## config.mk

```make
export PLATFORM = sky130hd
export DESIGN_NAME = cmpctl_top
export DESIGN_NICKNAME = d
export VERILOG_FILES = /design/src/core/cmpctl_pkg.sv /design/src/core/cmpctl_top.sv
export SDC_FILE = /design/constraint.sdc
export NUM_CORES = 1
export LEC_CHECK = 0
export BUFFER_PORTS_ARGS = -buffer_cell sky130_fd_sc_hd__buf_2
export CELL_PAD_IN_SITES_DETAIL_PLACEMENT = 0
export CELL_PAD_IN_SITES_GLOBAL_PLACEMENT = 1
export CORE_UTILIZATION = 39
export DETAILED_ROUTE_END_ITERATION = 8
export GPL_ROUTABILITY_DRIVEN = 0
export PLACE_DENSITY_LB_ADDON = 0.1
export SKIP_LAST_GASP = 1
export SLEW_MARGIN = 15
export SYNTH_ARGS = -nofsm -noshare
export SYNTH_HDL_FRONTEND = slang
export SYNTH_SLANG_ARGS = --single-unit
```

## constraint.sdc

```tcl
create_clock -name clk_sys_i -period 2.64 [get_ports clk_sys_i]
set_input_delay 0.132 -clock clk_sys_i [delete_from_list [all_inputs] [get_ports clk_sys_i]]
set_output_delay 0.132 -clock clk_sys_i [all_outputs]
set_load 0.005 [all_outputs]
```

## src/core/cmpctl_pkg.sv

```systemverilog
package cmpctl_pkg;

    // ------------------------------------------------------------
    // Bus and register map
    // ------------------------------------------------------------
    localparam int ADDR_W = 12;
    localparam int DATA_W = 32;
    localparam logic [ADDR_W-1:0] OFS_COMPARATOR_CONTROL = 12'h000;
    localparam logic [ADDR_W-1:0] OFS_REFERENCE_LADDER_CONTROL = 12'h004;
    localparam logic [DATA_W-1:0] RST_COMPARATOR_CONTROL = 32'h0000_0000;
    localparam logic [DATA_W-1:0] RST_REFERENCE_LADDER_CONTROL = 32'h0000_0000;

    // ------------------------------------------------------------
    // Comparator control fields
    // ------------------------------------------------------------
    localparam int POS_EDGE_SEL_LO = 3;
    localparam int POS_EDGE_SEL_HI = 4;
    localparam int POS_SYNC_SEL = 6;
    localparam int POS_PSEL_LO = 8;
    localparam int POS_PSEL_HI = 10;
    localparam int POS_NSEL_LO = 11;
    localparam int POS_NSEL_HI = 13;
    localparam int POS_EDGE_CLR = 20;
    localparam int POS_OUT_STATUS = 21;
    localparam int POS_EDGE_FLAG = 23;
    localparam int POS_INT_EN = 24;

    // ------------------------------------------------------------
    // Ladder fields
    // ------------------------------------------------------------
    localparam int POS_LAD_EN = 0;
    localparam int POS_LAD_TAP_LO = 1;
    localparam int POS_LAD_TAP_HI = 5;
    localparam int POS_LAD_REF = 6;

    // ------------------------------------------------------------
    // Codes
    // ------------------------------------------------------------
    localparam int SEL_W = 3;
    localparam int NUM_INPUTS = 8;
    localparam int TAP_W = 5;
    localparam logic [SEL_W-1:0] SEL_LADDER = 3'h0;
    localparam logic [SEL_W-1:0] SEL_EXT_FIRST = 3'h1;
    localparam logic [SEL_W-1:0] SEL_EXT_LAST = 3'h5;
    localparam logic [SEL_W-1:0] SEL_BANDGAP = 3'h6;
    localparam logic [SEL_W-1:0] SEL_DAC = 3'h7;
    localparam logic [1:0] EDGE_FALL = 2'h0;
    localparam logic [1:0] EDGE_RISE = 2'h1;
    localparam logic REF_SUPPLY = 1'h0;
    localparam logic REF_PIN = 1'h1;

    typedef struct packed {
        logic [1:0] edge_select;
        logic output_sync_select;
        logic [SEL_W-1:0] positive_input_select;
        logic [SEL_W-1:0] negative_input_select;
        logic edge_flag_clear;
        logic interrupt_enable;
    } cmpctl_ctrl_t;

    typedef struct packed {
        logic ladder_enable;
        logic [TAP_W-1:0] ladder_tap_value;
        logic ladder_reference_select;
    } cmpctl_lad_t;

    localparam cmpctl_ctrl_t CTRL_RST = '0;
    localparam cmpctl_lad_t LAD_RST = '0;

endpackage : cmpctl_pkg

```

## src/core/cmpctl_top.sv

```systemverilog
// The address-and-strobe port was left to the implementer.
`timescale 1ns/100ps
// Function
// - Code zero routes the ladder output to the selected comparator input.
// - Codes one to five route external inputs one to five.
// - Code six routes the internal bandgap reference.
// - Code seven routes the DAC output.
// - Positive select sits in control bits 10:8, resets to zero.
// - Negative select sits in control bits 13:11, same mapping, reset zero.
// - Edge select bits 4:3: 0 falling, 1 rising, 2 or 3 both.
// - Matching edges set sticky flag bit 23, which requests an interrupt.
// - Writing one to edge clear negates flag and interrupt request; a matching edge in the same cycle keeps the flag set.
// - Control bit 6 selects raw or bus-clock synchronized output.
// - Conditioned comparator output is offered for an external pin.
// - Raw output path works without the bus clock.
// - Read-only status bit shows the comparator output state.
// - Ladder tap selects one of 32 steps, ground to reference.
// - Ladder reference selects supply pin or dedicated reference pin.
// - Interrupt leaves only while enable bit 24 is set.
// - Edge clear at bit 20, status bit 21, flag bit 23.
// - Ladder: enable bit 0, tap bits 5:1, reference select bit 6.
module cmpctl_top
    import cmpctl_pkg::*;
(
    input wire logic clk_sys_i,
    input wire logic rst_b_i,
    input wire logic clk_en_i,
    input wire logic [ADDR_W-1:0] bus_addr_i,
    input wire logic [DATA_W-1:0] bus_wdata_i,
    input wire logic bus_wr_i,
    input wire logic bus_rd_i,
    output logic [DATA_W-1:0] bus_rdata_o,
    input wire logic cmp_raw_i,
    output logic [NUM_INPUTS-1:0] pos_route_o,
    output logic [NUM_INPUTS-1:0] neg_route_o,
    output logic ladder_enable_o,
    output logic [TAP_W-1:0] ladder_tap_value_o,
    output logic ladder_reference_select_o,
    output logic cmp_out_o,
    output logic comparator_output_pin_o,
    output logic irq_o
);

    // ------------------------------------------------------------
    // Helpers
    // ------------------------------------------------------------
    function automatic logic [NUM_INPUTS-1:0] route_decode(input logic [SEL_W-1:0] sel);
        logic [NUM_INPUTS-1:0] hot;
        hot = '0;
        hot[sel] = 1'b1;
        return hot;
    endfunction : route_decode

    // ------------------------------------------------------------
    // State
    // ------------------------------------------------------------
    cmpctl_ctrl_t ctrl_r;
    cmpctl_ctrl_t ctrl_nxt;
    cmpctl_lad_t lad_r;
    cmpctl_lad_t lad_nxt;
    logic sync1_r;
    logic sync2_r;
    logic prev_r;
    logic flag_r;
    logic flag_nxt;
    logic irq_nxt;
    logic [DATA_W-1:0] rdata_nxt;

    // ------------------------------------------------------------
    // Decode
    // ------------------------------------------------------------
    wire logic hit_ctrl = (bus_addr_i == OFS_COMPARATOR_CONTROL);
    wire logic hit_lad = (bus_addr_i == OFS_REFERENCE_LADDER_CONTROL);
    wire logic wr_ctrl = bus_wr_i & hit_ctrl;
    wire logic wr_lad = bus_wr_i & hit_lad;

    // Control register write
    // Reserved bits are simply not stored
    always_comb begin
        ctrl_nxt = ctrl_r;
        if (wr_ctrl) begin
            ctrl_nxt.edge_select = bus_wdata_i[POS_EDGE_SEL_HI:POS_EDGE_SEL_LO];
            ctrl_nxt.output_sync_select = bus_wdata_i[POS_SYNC_SEL];
            ctrl_nxt.positive_input_select = bus_wdata_i[POS_PSEL_HI:POS_PSEL_LO];
            ctrl_nxt.negative_input_select = bus_wdata_i[POS_NSEL_HI:POS_NSEL_LO];
            ctrl_nxt.edge_flag_clear = bus_wdata_i[POS_EDGE_CLR];
            ctrl_nxt.interrupt_enable = bus_wdata_i[POS_INT_EN];
        end
    end

    always_comb begin
        lad_nxt = lad_r;
        if (wr_lad) begin
            lad_nxt.ladder_enable = bus_wdata_i[POS_LAD_EN];
            lad_nxt.ladder_tap_value = bus_wdata_i[POS_LAD_TAP_HI:POS_LAD_TAP_LO];
            lad_nxt.ladder_reference_select = bus_wdata_i[POS_LAD_REF];
        end
    end

    // ------------------------------------------------------------
    // Edge detection
    // ------------------------------------------------------------
    // Compare with previous
    wire logic rise = sync2_r & ~prev_r;
    wire logic fall = ~sync2_r & prev_r;
    wire logic edge_hit = (ctrl_r.edge_select == EDGE_FALL) ? fall :
                          (ctrl_r.edge_select == EDGE_RISE) ? rise : (rise | fall);
    // Clear acts on the write of a one; holding the bit high does not stop a later edge setting the flag
    wire logic clr_req = wr_ctrl & bus_wdata_i[POS_EDGE_CLR];

    always_comb begin
        flag_nxt = flag_r;
        if (clr_req) begin
            flag_nxt = 1'b0;
        end
        if (edge_hit) begin
            flag_nxt = 1'b1;
        end
    end

    assign irq_nxt = flag_nxt & ctrl_nxt.interrupt_enable;

    // ------------------------------------------------------------
    // Read path
    // ------------------------------------------------------------
    // Live output status
    always_comb begin
        rdata_nxt = '0;
        if (bus_rd_i && hit_ctrl) begin
            rdata_nxt[POS_EDGE_SEL_HI:POS_EDGE_SEL_LO] = ctrl_r.edge_select;
            rdata_nxt[POS_SYNC_SEL] = ctrl_r.output_sync_select;
            rdata_nxt[POS_PSEL_HI:POS_PSEL_LO] = ctrl_r.positive_input_select;
            rdata_nxt[POS_NSEL_HI:POS_NSEL_LO] = ctrl_r.negative_input_select;
            rdata_nxt[POS_EDGE_CLR] = ctrl_r.edge_flag_clear;
            rdata_nxt[POS_OUT_STATUS] = sync2_r;
            rdata_nxt[POS_EDGE_FLAG] = flag_r;
            rdata_nxt[POS_INT_EN] = ctrl_r.interrupt_enable;
        end else if (bus_rd_i && hit_lad) begin
            rdata_nxt[POS_LAD_EN] = lad_r.ladder_enable;
            rdata_nxt[POS_LAD_TAP_HI:POS_LAD_TAP_LO] = lad_r.ladder_tap_value;
            rdata_nxt[POS_LAD_REF] = lad_r.ladder_reference_select;
        end
    end

    // ------------------------------------------------------------
    // Registers
    // ------------------------------------------------------------
    always_ff @(posedge clk_sys_i or negedge rst_b_i) begin
        if (!rst_b_i) begin
            ctrl_r <= CTRL_RST;
            lad_r <= LAD_RST;
            flag_r <= 1'b0;
            irq_o <= 1'b0;
            bus_rdata_o <= '0;
        end else if (clk_en_i) begin
            ctrl_r <= ctrl_nxt;
            lad_r <= lad_nxt;
            flag_r <= flag_nxt;
            irq_o <= irq_nxt;
            bus_rdata_o <= rdata_nxt;
        end
    end

    // Two-stage synchronizer; first stage feeds only the second
    always_ff @(posedge clk_sys_i or negedge rst_b_i) begin
        if (!rst_b_i) begin
            sync1_r <= 1'b0;
            sync2_r <= 1'b0;
            prev_r <= 1'b0;
        end else if (clk_en_i) begin
            sync1_r <= cmp_raw_i;
            sync2_r <= sync1_r;
            prev_r <= sync2_r;
        end
    end

    // ------------------------------------------------------------
    // Analog control outputs
    // ------------------------------------------------------------
    // Input routing
    always_ff @(posedge clk_sys_i or negedge rst_b_i) begin
        if (!rst_b_i) begin
            pos_route_o <= route_decode(SEL_LADDER);
            neg_route_o <= route_decode(SEL_LADDER);
        end else if (clk_en_i) begin
            pos_route_o <= route_decode(ctrl_nxt.positive_input_select);
            neg_route_o <= route_decode(ctrl_nxt.negative_input_select);
        end
    end

    always_ff @(posedge clk_sys_i or negedge rst_b_i) begin
        if (!rst_b_i) begin
            ladder_enable_o <= 1'b0;
            ladder_tap_value_o <= '0;
            ladder_reference_select_o <= REF_SUPPLY;
        end else if (clk_en_i) begin
            ladder_enable_o <= lad_nxt.ladder_enable;
            ladder_tap_value_o <= lad_nxt.ladder_tap_value;
            ladder_reference_select_o <= lad_nxt.ladder_reference_select;
        end
    end

    // ------------------------------------------------------------
    // Conditioned output
    // ------------------------------------------------------------
    // Raw path stays combinational so it survives a stopped clock
    // Raw or synchronized
    assign cmp_out_o = ctrl_r.output_sync_select ? sync2_r : cmp_raw_i;
    assign comparator_output_pin_o = cmp_out_o;

endmodule : cmpctl_top

```

==> results of run 1 <==
-- area by class of cell --
| cell class | count | area [µm²] |
|---|---|---|
| fillers | 686 | 3600 |
| flip-flops and latches | 56 | 1400 |
| multi-input cells | 160 | 1150 |
| repair buffers | 80 | 415 |
| well taps | 96 | 120 |
| clock buffers | 5 | 68.8 |
| inverters | 4 | 15.0 |
| clock inverters | 2 | 12.5 |
-- registers in the layout, summed over array words and instances, names as in the netlist, 5 cells and up --
signal              cells
neg_route_o             8
pos_route_o             8
ctrl_r                 11
ladder_tap_value_o      5
bus_rdata_o            17
-- synthesized netlist by cell type, drive strengths merged (2+ instances only) --
cell type	instances	area (µm²)
nand2	9	33.8
a31oi	16	100
dfstp	2	52.6
mux2	20	225
o2bb2ai	7	61.3
or4b	4	40.0
nand4b	13	129
nand3	9	45.0
nand3b	4	30.0
nor4	2	42.5
inv	3	11.3
ha	2	25.0
nor3	2	20.0
dfrtp	54	1350
nand4	6	37.5
clkbuf	13	52.6
mux2i	5	50.1
o21ai	2	10.0
a22o	11	96.3
nor2	27	104
buf	23	161
-- worst max path at each step --
stage / cells after the start / to
2_1_floorplan: 5 / ctrl_r[0]
3_3_place_gp: 6 / ctrl_r[10]
3_5_place_dp: 6 / ctrl_r[9]
4_1_cts: 6 / ctrl_r[9]
5_1_grt: 6 / ctrl_r[3]
6_report: 6 / ctrl_r[10]
-- kinds of logic (layout without fill, tap and decap cells) --
group                    count (synthesis)  after routing  share of synthesized area [%]
buffers and inverters                   40             91                           8.37
AND/OR/NAND/NOR                         80             80                           18.8
AO/OA/AOI/OAI                           38             38                           10.4
flip-flops                              56             56                           51.3
other                                    1             15                          0.137
adder cells (fa/ha/maj)                  2              2                          0.915
multiplexers                            25             25                           10.1
-- power groups by stage --
stage	combinational, µW	clock, µW	sequential [µW]
2_1_floorplan	80.0	0	910
3_3_place_gp	146	0	910
3_5_place_dp	146	0	911
4_1_cts	148	478	894
5_1_grt	167	513	898
6_report	145	462	894
-- per-stage QoR --
step	hold WS, ns	cells
2_1_floorplan	-0.164	256
3_3_place_gp	0.102	395
3_5_place_dp	0.103	395
4_1_cts	0.0378	403
5_1_grt	0.0329	403
6_report	0.0435	403
-- routing by layer --
| layer | global-route usage [%] | part of all wire, % | routed length, µm |
|---|---|---|---|
| met4 | 4.55 | 1.1 | 68 |
| met5 | 0 | 0 | 0 |
| met1 | 24.8 | 49 | 2870 |
| met3 | 3.18 | 4.0 | 237 |
| met2 | 27.3 | 46 | 2740 |
-- timing repair --
item	CTS	global route
endpoints found under the setup margin	0	0
endpoints found under the hold margin	16	0
hold buffers	1	0
==> results.cfg, run 1 <==
[placed_design]
io_buffers = 75
place_ws_ns = 0.568
dp_hpwl_mm = 4.10
placed_cell_area_um2 = 3100

[yosys]
synth_edf_count = 0
syn_area_per_cell_um2 = 11.3
synth_cell_types = 34
synth_seq_cells = 56
seq_area_frac_synth_pct = 51.3
synthArstFlopShare_pct = 100
synth_cells = 242
ys.flop_type = dfrtp_1
syn_area_um2 = 2740
ys.warnings.count = 0

[power_and_ir_drop]
power.total_uw = 1500
power.share.clock_pct = 30.8
seqPwrFrac_pct = 59.5
switchingPower_uw = 384
p_int_uw = 1120
powerDensity_nw_per_um2 = 471
switching_share_pct = 25.6
power_frac_comb_pct = 9.7
vdd_ir_drop_max_uv = 189
cellLeakagePower_uw = 0.00156

[detailed_routing]
wl_mm = 5.92
drtIter0Drc = 75
wl_per_cell_um = 14.7
viasPerCell = 5.01
ant_nets = 0
vias = 2020
drc_errors = 0
firstDrtPassIters = 4

[sta]
worstMarginPinSlew_ns = 0.549
slew_headroom_pct = 63.2
fin_setup_tns_ns = 0
hold_violations = 0
rsz0062_at_grt = no
fin_skew_ns = 0.00957
max_freq_mhz = 590
setup_viol = 0
slew_viol_final = 0
worst_slack_ns = 0.945
fin_crit_ns = 1.70
finalCritPeriodShare_pct = 64.2

[cells_and_area]
diodes = 0
layout_common_cells = buf_2 (75), dfrtp_1 (54), nor2_1 (26)
final_nets = 359
area_delta_synth_final_pct = 16.7
layout_commonest_cell = buf_2
post-route-util_pct = 47.0
fin_area_um2 = 3190
drive_gt1_share_pct = 37.8

[clocking]
cts_resized = 0
cts_tree = yes
tritoncts.num_buffers = 5
post_cts_buffers = 0
clkTransAtPathRegs_ns = 0.11
clock-sinks = 56
cts.path.max_buffers = 2
clk_latency_ns = 0.31
htreeDepth = 2
cts.root.buffer_cell = clkbuf_8

[floorplan]
start_util_pct = 40.3
dieHeight_um = 85.7
rows = 30
io_pins = 108
coreArea_um2 = 6790
die_area_um2 = 7350
die_w_um = 85.7

[worst_setup_path]
arrival_ns = 1.90
cp-startpoint = bus_addr_i[11]
startpoint_type = primary input
cp_num_buf_inv = 2
cp_max_fo = 7
required_ns = 2.84
r2r_end = irq_o
cpPeakStageDelay_ns = 0.39
rrSetupSlack_ns = 1.20
endpoint_kind = flop
crit_family = simple AND/OR/NAND/NOR gates
slowest_stage = nor4_4
worstSetupPathType = in -> reg
reg2reg_depth = 5
cp_cell_sequence = buf_2, nor4_4, nand4_1, nor2_1, buf_4, mux2_2
crit-reg2reg-launch = sync2_r

[worst_hold_path]
hp-start = bus_wdata_i[0]
worstHoldEndpoint = ladder_enable_o
hold_path.class = in -> reg
whs_path_depth = 2

[global_route]
grt-ovfl-total = 0
grt_pass1_wl_mm = 9.92
grt_start_max_net_pins = 43
grt_antenna_before_repair = 0
grt_use_total_pct = 17.4
grt_pass1_vias = 1939

[status]
status = complete, no violations

[run]
drv_cap = 0
(Power assumes the default switching activity.)
==> run 2: changes to the inputs <==
--- a/config.mk
+++ b/config.mk
@@ -5,10 +5,11 @@
 export SDC_FILE = /design/constraint.sdc
 export NUM_CORES = 1
 export LEC_CHECK = 0
+export ABC_AREA = 1
 export BUFFER_PORTS_ARGS = -buffer_cell sky130_fd_sc_hd__buf_2
 export CELL_PAD_IN_SITES_DETAIL_PLACEMENT = 0
 export CELL_PAD_IN_SITES_GLOBAL_PLACEMENT = 1
-export CORE_UTILIZATION = 39
+export CORE_UTILIZATION = 31
 export DETAILED_ROUTE_END_ITERATION = 8
 export GPL_ROUTABILITY_DRIVEN = 0
 export PLACE_DENSITY_LB_ADDON = 0.1
==> constraint.sdc (replaced) <==
create_clock -name clk_sys_i -period 1.4 [get_ports clk_sys_i]
set_input_delay 0.07 -clock clk_sys_i [delete_from_list [all_inputs] [get_ports clk_sys_i]]
set_output_delay 0.07 -clock clk_sys_i [all_outputs]
set_load 0.005 [all_outputs]
==> run 2 against run 1 <==
  * Critical path depth down 1
  * Sequential cell count unchanged
  * Synthesized cell count up 43%
  * Die area up 26%
  * Register-to-register slack worse by 1.0 ns
  * Clock skew down 0.00078 ns
  * Critical endpoint is now flag_r
==> results.cfg, run 2 <==
[status]
status = complete, no violations

[yosys]
synthTopCellsByCount = nand2_1 (132), dfrtp_1 (54), inv_1 (35), o21ai_0 (23), nor2_1 (22)
synth_area_leaders = dfrtp_1 (49%), nand2_1 (18%), inv_1 (4.8%)
seq_area_frac_synth_pct = 51.2
synthArstFlopShare_pct = 100
synth_seq_cells = 56
ys.flop_type = dfrtp_1
synth_cell_types = 28
syn_area_um2 = 2740
syn_area_per_cell_um2 = 7.95
synth_top_area_cell = dfrtp_1
synth_top_area_share_pct = 49.3
ys.warnings.count = 0
synth_edf_count = 0
synth_cells = 345
post-synth-top-count-cell = nand2_1

[detailed_routing]
drc_errors = 0
drtIter0Drc = 111
viasPerCell = 4.30
ant_nets = 0
wl_per_cell_um = 12.1
wl_mm = 6.61
vias = 2359
firstDrtPassIters = 4

[cells_and_area]
top_regs = bus_rdata_o x17, ctrl_r x11
regMostFlops = bus_rdata_o
regArea_um2 = 1400
n_fill_cell = 907
layout_common_cells = nand2_1 (132), buf_2 (75), dfrtp_1 (54)
layout_commonest_cell = nand2_1
multi_input_area_um2 = 1070
largest_reg_flops = 17
area_delta_synth_final_pct = 26.1
drive_gt1_share_pct = 26.6
stdcell_count = 548
diodes = 0
final_nets = 494

[sta]
fin_setup_tns_ns = 0
finalCritPeriodShare_pct = 88.0
hold_violations = 0
max_freq_mhz = 811
fin_skew_ns = 0.00879
fin_crit_ns = 1.23
rsz0062_at_grt = no
slew_viol_final = 0
setup_viol = 0

[floorplan]
die_area_um2 = 9230
rows = 33
dieHeight_um = 96.1
coreArea_um2 = 8380
start_util_pct = 32.7
die_w_um = 96.1
io_pins = 108

[global_route]
grt_start_max_net_pins = 57
grt_antenna_before_repair = 0
grtUsageMet3_pct = 2.84
grt.met1_usage_pct = 21.2
grt_use_total_pct = 16.0
grt_pass1_vias = 2316
grt-ovfl-total = 0
grt.busiest_layer = met2
grt_pass1_wl_mm = 11.2
met2_usage_pct = 26.7

[power_and_ir_drop]
p_int_uw = 2150
seqPwrFrac_pct = 57.3
switchingPower_uw = 776
powerDensity_nw_per_um2 = 846
cellLeakagePower_uw = 0.00204
power_frac_comb_pct = 11.8
vdd_ir_drop_max_uv = 306
power.share.clock_pct = 30.9
switching_share_pct = 26.5

[clocking]
clock-sinks = 56
htreeDepth = 2
cts.root.buffer_cell = clkbuf_8
cts_tree = yes
tritoncts.num_buffers = 5
clk_latency_ns = 0.31
cts.path.max_buffers = 2
post_cts_buffers = 0
clkTransAtPathRegs_ns = 0.10

[placed_design]
io_buffers = 75
place_inst = 534
dp_hpwl_mm = 4.96

[run]
drv_cap = 0

[worst_setup_path]
cp_num_buf_inv = 2
worstSetupPathType = reg -> reg
crit_family = flip-flops
required_ns = 1.63
cp_cell_sequence = inv_1, ha_1, o22ai_1, inv_1, o21ai_0
slowest_stage = dfrtp_1
cpPeakStageDelay_ns = 0.38
arrival_ns = 1.47
cp-startpoint = sync2_r
crit_path_frequent_cell = inv_1
cp_max_fo = 3
crit-reg2reg-launch = sync2_r
endpoint_kind = flop
startpoint_type = flop

[worst_hold_path]
hold_path.class = in -> reg
hp-start = bus_wdata_i[10]
## run 2: timing repair
item,in CTS,in global routing
hold endpoints to repair,58,1
resized for setup,0,0
hold buffers,5,1
## run 2: area by class of cell
type,instances,share of cell area (%)
well taps,105,3.80
inverters,38,4.12
multi-input cells,237,30.9
clock buffers,5,1.99
clock inverters,3,0.615
repair buffers,104,17.9
flip-flops and latches,56,40.6
## run 2: per-layer routing
layer | vias up | wire length [µm]
met5 | - | 0
met4 | 0 | 42
met3 | 4 | 273
met2 | 51 | 3040
met1 | 1065 | 3250
li1 | 1239 | -
## run 2: cells by family after synthesis
kind of cell	after synthesis	share of synthesized area (%)
AO/OA/AOI/OAI	38	7.53
multiplexers	1	0.411
AND/OR/NAND/NOR	181	28.1
other	1	0.137
buffers and inverters	66	11.7
adder cells (fa/ha/maj)	2	0.912
flip-flops	56	51.2
## run 2: power groups by stage
| stage | logic [µW] | clock network, µW | registers, µW |
|---|---|---|---|
| 6_report | 344 | 904 | 1680 |
| 3_3_place_gp | 338 | 0 | 1710 |
| 4_1_cts | 351 | 948 | 1680 |
| 3_5_place_dp | 339 | 0 | 1710 |
| 5_1_grt | 401 | 1010 | 1680 |
| 2_1_floorplan | 182 | 0 | 1710 |
## run 2: worst min-delay path, cell delays in order
cell	delay (ns)
buf_2	0.10
nand2_1	0.05
o21ai_0	0.06
## run 2: final timing paths
| path | to | slack [ns] | cells after the start |
|---|---|---|---|
| worst max-delay path | flag_r | 0.17 | 5 |
| worst min-delay path | ctrl_r[7] | 0.008 | 3 |
| worst max register to register | flag_r | 0.17 | 5 |
| worst min register to register | neg_route_o[0] | 0.47 | 2 |
| max in group asynchronous | neg_route_o[0] | 0.81 | 3 |
| min in group asynchronous | bus_rdata_o[10] | 0.30 | 3 |
## run 2: stage by stage
step	total power (µW)	setup slack (ns)	hold slack (ns)	cell area (µm²)	util, %
6_report	2920	0.167	0.00773	3460	41.3
5_1_grt	3090	0.0332	0.00273	3460	41.3
4_1_cts	2980	0.152	0.00103	3450	41.1
3_5_place_dp	2050	0.0000884	0.102	3310	39.5
3_3_place_gp	2040	0.0205	0.103	3310	39.5
2_1_floorplan	1890	0.309	-0.226	2800	-
==> run 3: changes to the inputs <==
--- a/config.mk
+++ b/config.mk
@@ -9,6 +9,7 @@
 export BUFFER_PORTS_ARGS = -buffer_cell sky130_fd_sc_hd__buf_2
 export CELL_PAD_IN_SITES_DETAIL_PLACEMENT = 0
 export CELL_PAD_IN_SITES_GLOBAL_PLACEMENT = 1
+export CORE_ASPECT_RATIO = 1.5
 export CORE_UTILIZATION = 31
 export DETAILED_ROUTE_END_ITERATION = 8
 export GPL_ROUTABILITY_DRIVEN = 0
@@ -18,3 +19,4 @@
 export SYNTH_ARGS = -nofsm -noshare
 export SYNTH_HDL_FRONTEND = slang
 export SYNTH_SLANG_ARGS = --single-unit
+export TNS_END_PERCENT = 1
==> run 3 against run 2 <==
  * Critical endpoint is now irq_o
  * Routed wire length down 1.8%
  * Core utilization down 0.15 points
  * Non-clock buffer count down 4
==> results.cfg, run 3 (synthesized netlist as in run 2, its figures left out) <==
[status]
status = complete, no violations

[placed_design]
io_buffers = 75
placed_cell_area_um2 = 3320
place_ws_ns = -0.0500
dp_hpwl_mm = 4.96

[sta]
fin_crit_ns = 1.24
hold_violations = 0
whs_ns = 0.0119
fin_skew_ns = 0.00787
rsz0062_at_grt = no
finalCritPeriodShare_pct = 88.3
max_freq_mhz = 809
slew_viol_final = 0
setup_viol = 0
worst_slack_ns = 0.164

[worst_setup_path]
crit-reg2reg-launch = sync2_r
crit_family = flip-flops
cpPeakStageDelay_ns = 0.38
endpoint_kind = flop
slowest_stage = dfrtp_1
startpoint_type = flop
cp_num_buf_inv = 2
cp_cell_sequence = inv_1, ha_1, o21ai_1, o22ai_2, inv_1, nand2_1, nand2_1, nand2_1
crit_cells = 8
worstSetupPathType = reg -> reg
cp_max_fo = 3
rrSetupSlack_ns = 0.16
crit_path_frequent_cell = nand2_1
arrival_ns = 1.43
r2r_end = irq_o
required_ns = 1.59
reg2reg_depth = 8

[worst_hold_path]
hold_path.class = in -> reg
worstHoldEndpoint = ctrl_r[9]
hp-start = bus_wdata_i[3]
whs_path_depth = 3

[power_and_ir_drop]
power.total_uw = 3300
cellLeakagePower_uw = 0.00206
powerDensity_nw_per_um2 = 943
vdd_ir_drop_max_uv = 614

[global_route]
grt_pass1_wl_mm = 10.8
grt_start_max_net_pins = 57
grt_pass1_vias = 2230
grt-ovfl-total = 0
grt_use_total_pct = 15.3
grt_antenna_before_repair = 0

[cells_and_area]
regMostFlops = bus_rdata_o
area_delta_synth_final_pct = 27.6
layout_commonest_cell = nand2_1
fin_area_um2 = 3500
post-route-util_pct = 41.1
final_nets = 490
drive_gt1_share_pct = 26.9
largest_reg_flops = 17
diodes = 0
layout_common_cells = nand2_1 (132), buf_2 (75), dfrtp_1 (54)
top_regs = bus_rdata_o x17, ctrl_r x11

[floorplan]
io_pins = 108
rows = 41
coreArea_um2 = 8520
die_w_um = 78.8
start_util_pct = 32.2
die_area_um2 = 9240
dieHeight_um = 117

[detailed_routing]
drc_errors = 0
wl_mm = 6.49
ant_nets = 0
drtIter0Drc = 90
vias = 2361
wl_per_cell_um = 11.9
viasPerCell = 4.32
firstDrtPassIters = 4

[clocking]
clkTransAtPathRegs_ns = 0.07
post_cts_buffers = 0
clk_latency_ns = 0.29
cts_tree = yes
tritoncts.num_buffers = 5
cts.path.max_buffers = 2
cts.root.buffer_cell = clkbuf_16
clock-sinks = 56
htreeDepth = 2

[run]
drv_cap = 0
-- run 3: cell type report --
| type | instances | area (µm²) |
|---|---|---|
| multi-input cells | 237 | 1080 |
| well taps | 107 | 134 |
| fillers | 960 | 5010 |
| clock inverters | 1 | 8.76 |
| flip-flops and latches | 56 | 1400 |
| clock buffers | 7 | 143 |
| inverters | 38 | 143 |
| repair buffers | 100 | 593 |
-- run 3: how the worst max path moves through the flow --
stage / from / to / slack, ns
2_1_floorplan: bus_addr_i[11] / pos_route_o[1] / 0.31
3_3_place_gp: bus_addr_i[0] / bus_rdata_o[6] / -0.05
3_5_place_dp: bus_addr_i[0] / bus_rdata_o[11] / -0.05
4_1_cts: sync2_r / irq_o / 0.1
5_1_grt: sync2_r / irq_o / 0.06
6_report: sync2_r / irq_o / 0.16
-- run 3: power by group --
group          total (µW)  internal, µW  switching (µW)  leakage, µW
Combinational         336           131             205      0.00128
Clock                1290           718             571    0.0000741
Sequential           1680          1660            20.1     0.000703
-- run 3: worst reg2reg max path, stage by stage (launching register included) --
cell	delay [ns]
dfrtp_1	0.38
inv_1	0.08
ha_1	0.20
o21ai_1	0.14
o22ai_2	0.09
inv_1	0.08
nand2_1	0.06
nand2_1	0.06
nand2_1	0.04
-- run 3: routing by layer --
layer	vias to the layer above	GRT usage, %	routed length, µm
li1	1235	-	-
met5	-	0	0
met2	61	27.8	3350
met4	0	5.19	87
met1	1061	18.1	2810
met3	4	2.48	244
-- run 3: metrics by stage --
| stage | instances | TNS, ns |
|---|---|---|
| 3_3_place_gp | 536 | -0.114 |
| 3_5_place_dp | 536 | -0.160 |
| 4_1_cts | 546 | 0 |
| 6_report | 546 | 0 |
| 5_1_grt | 546 | 0 |
| 2_1_floorplan | 359 | 0 |
-- run 3: repair_timing --
action | in CTS | in global routing
endpoints found under the hold margin | 55 | 0
setup endpoints to repair | 0 | 1
gates resized for setup | 0 | 2
hold buffers | 2 | 0
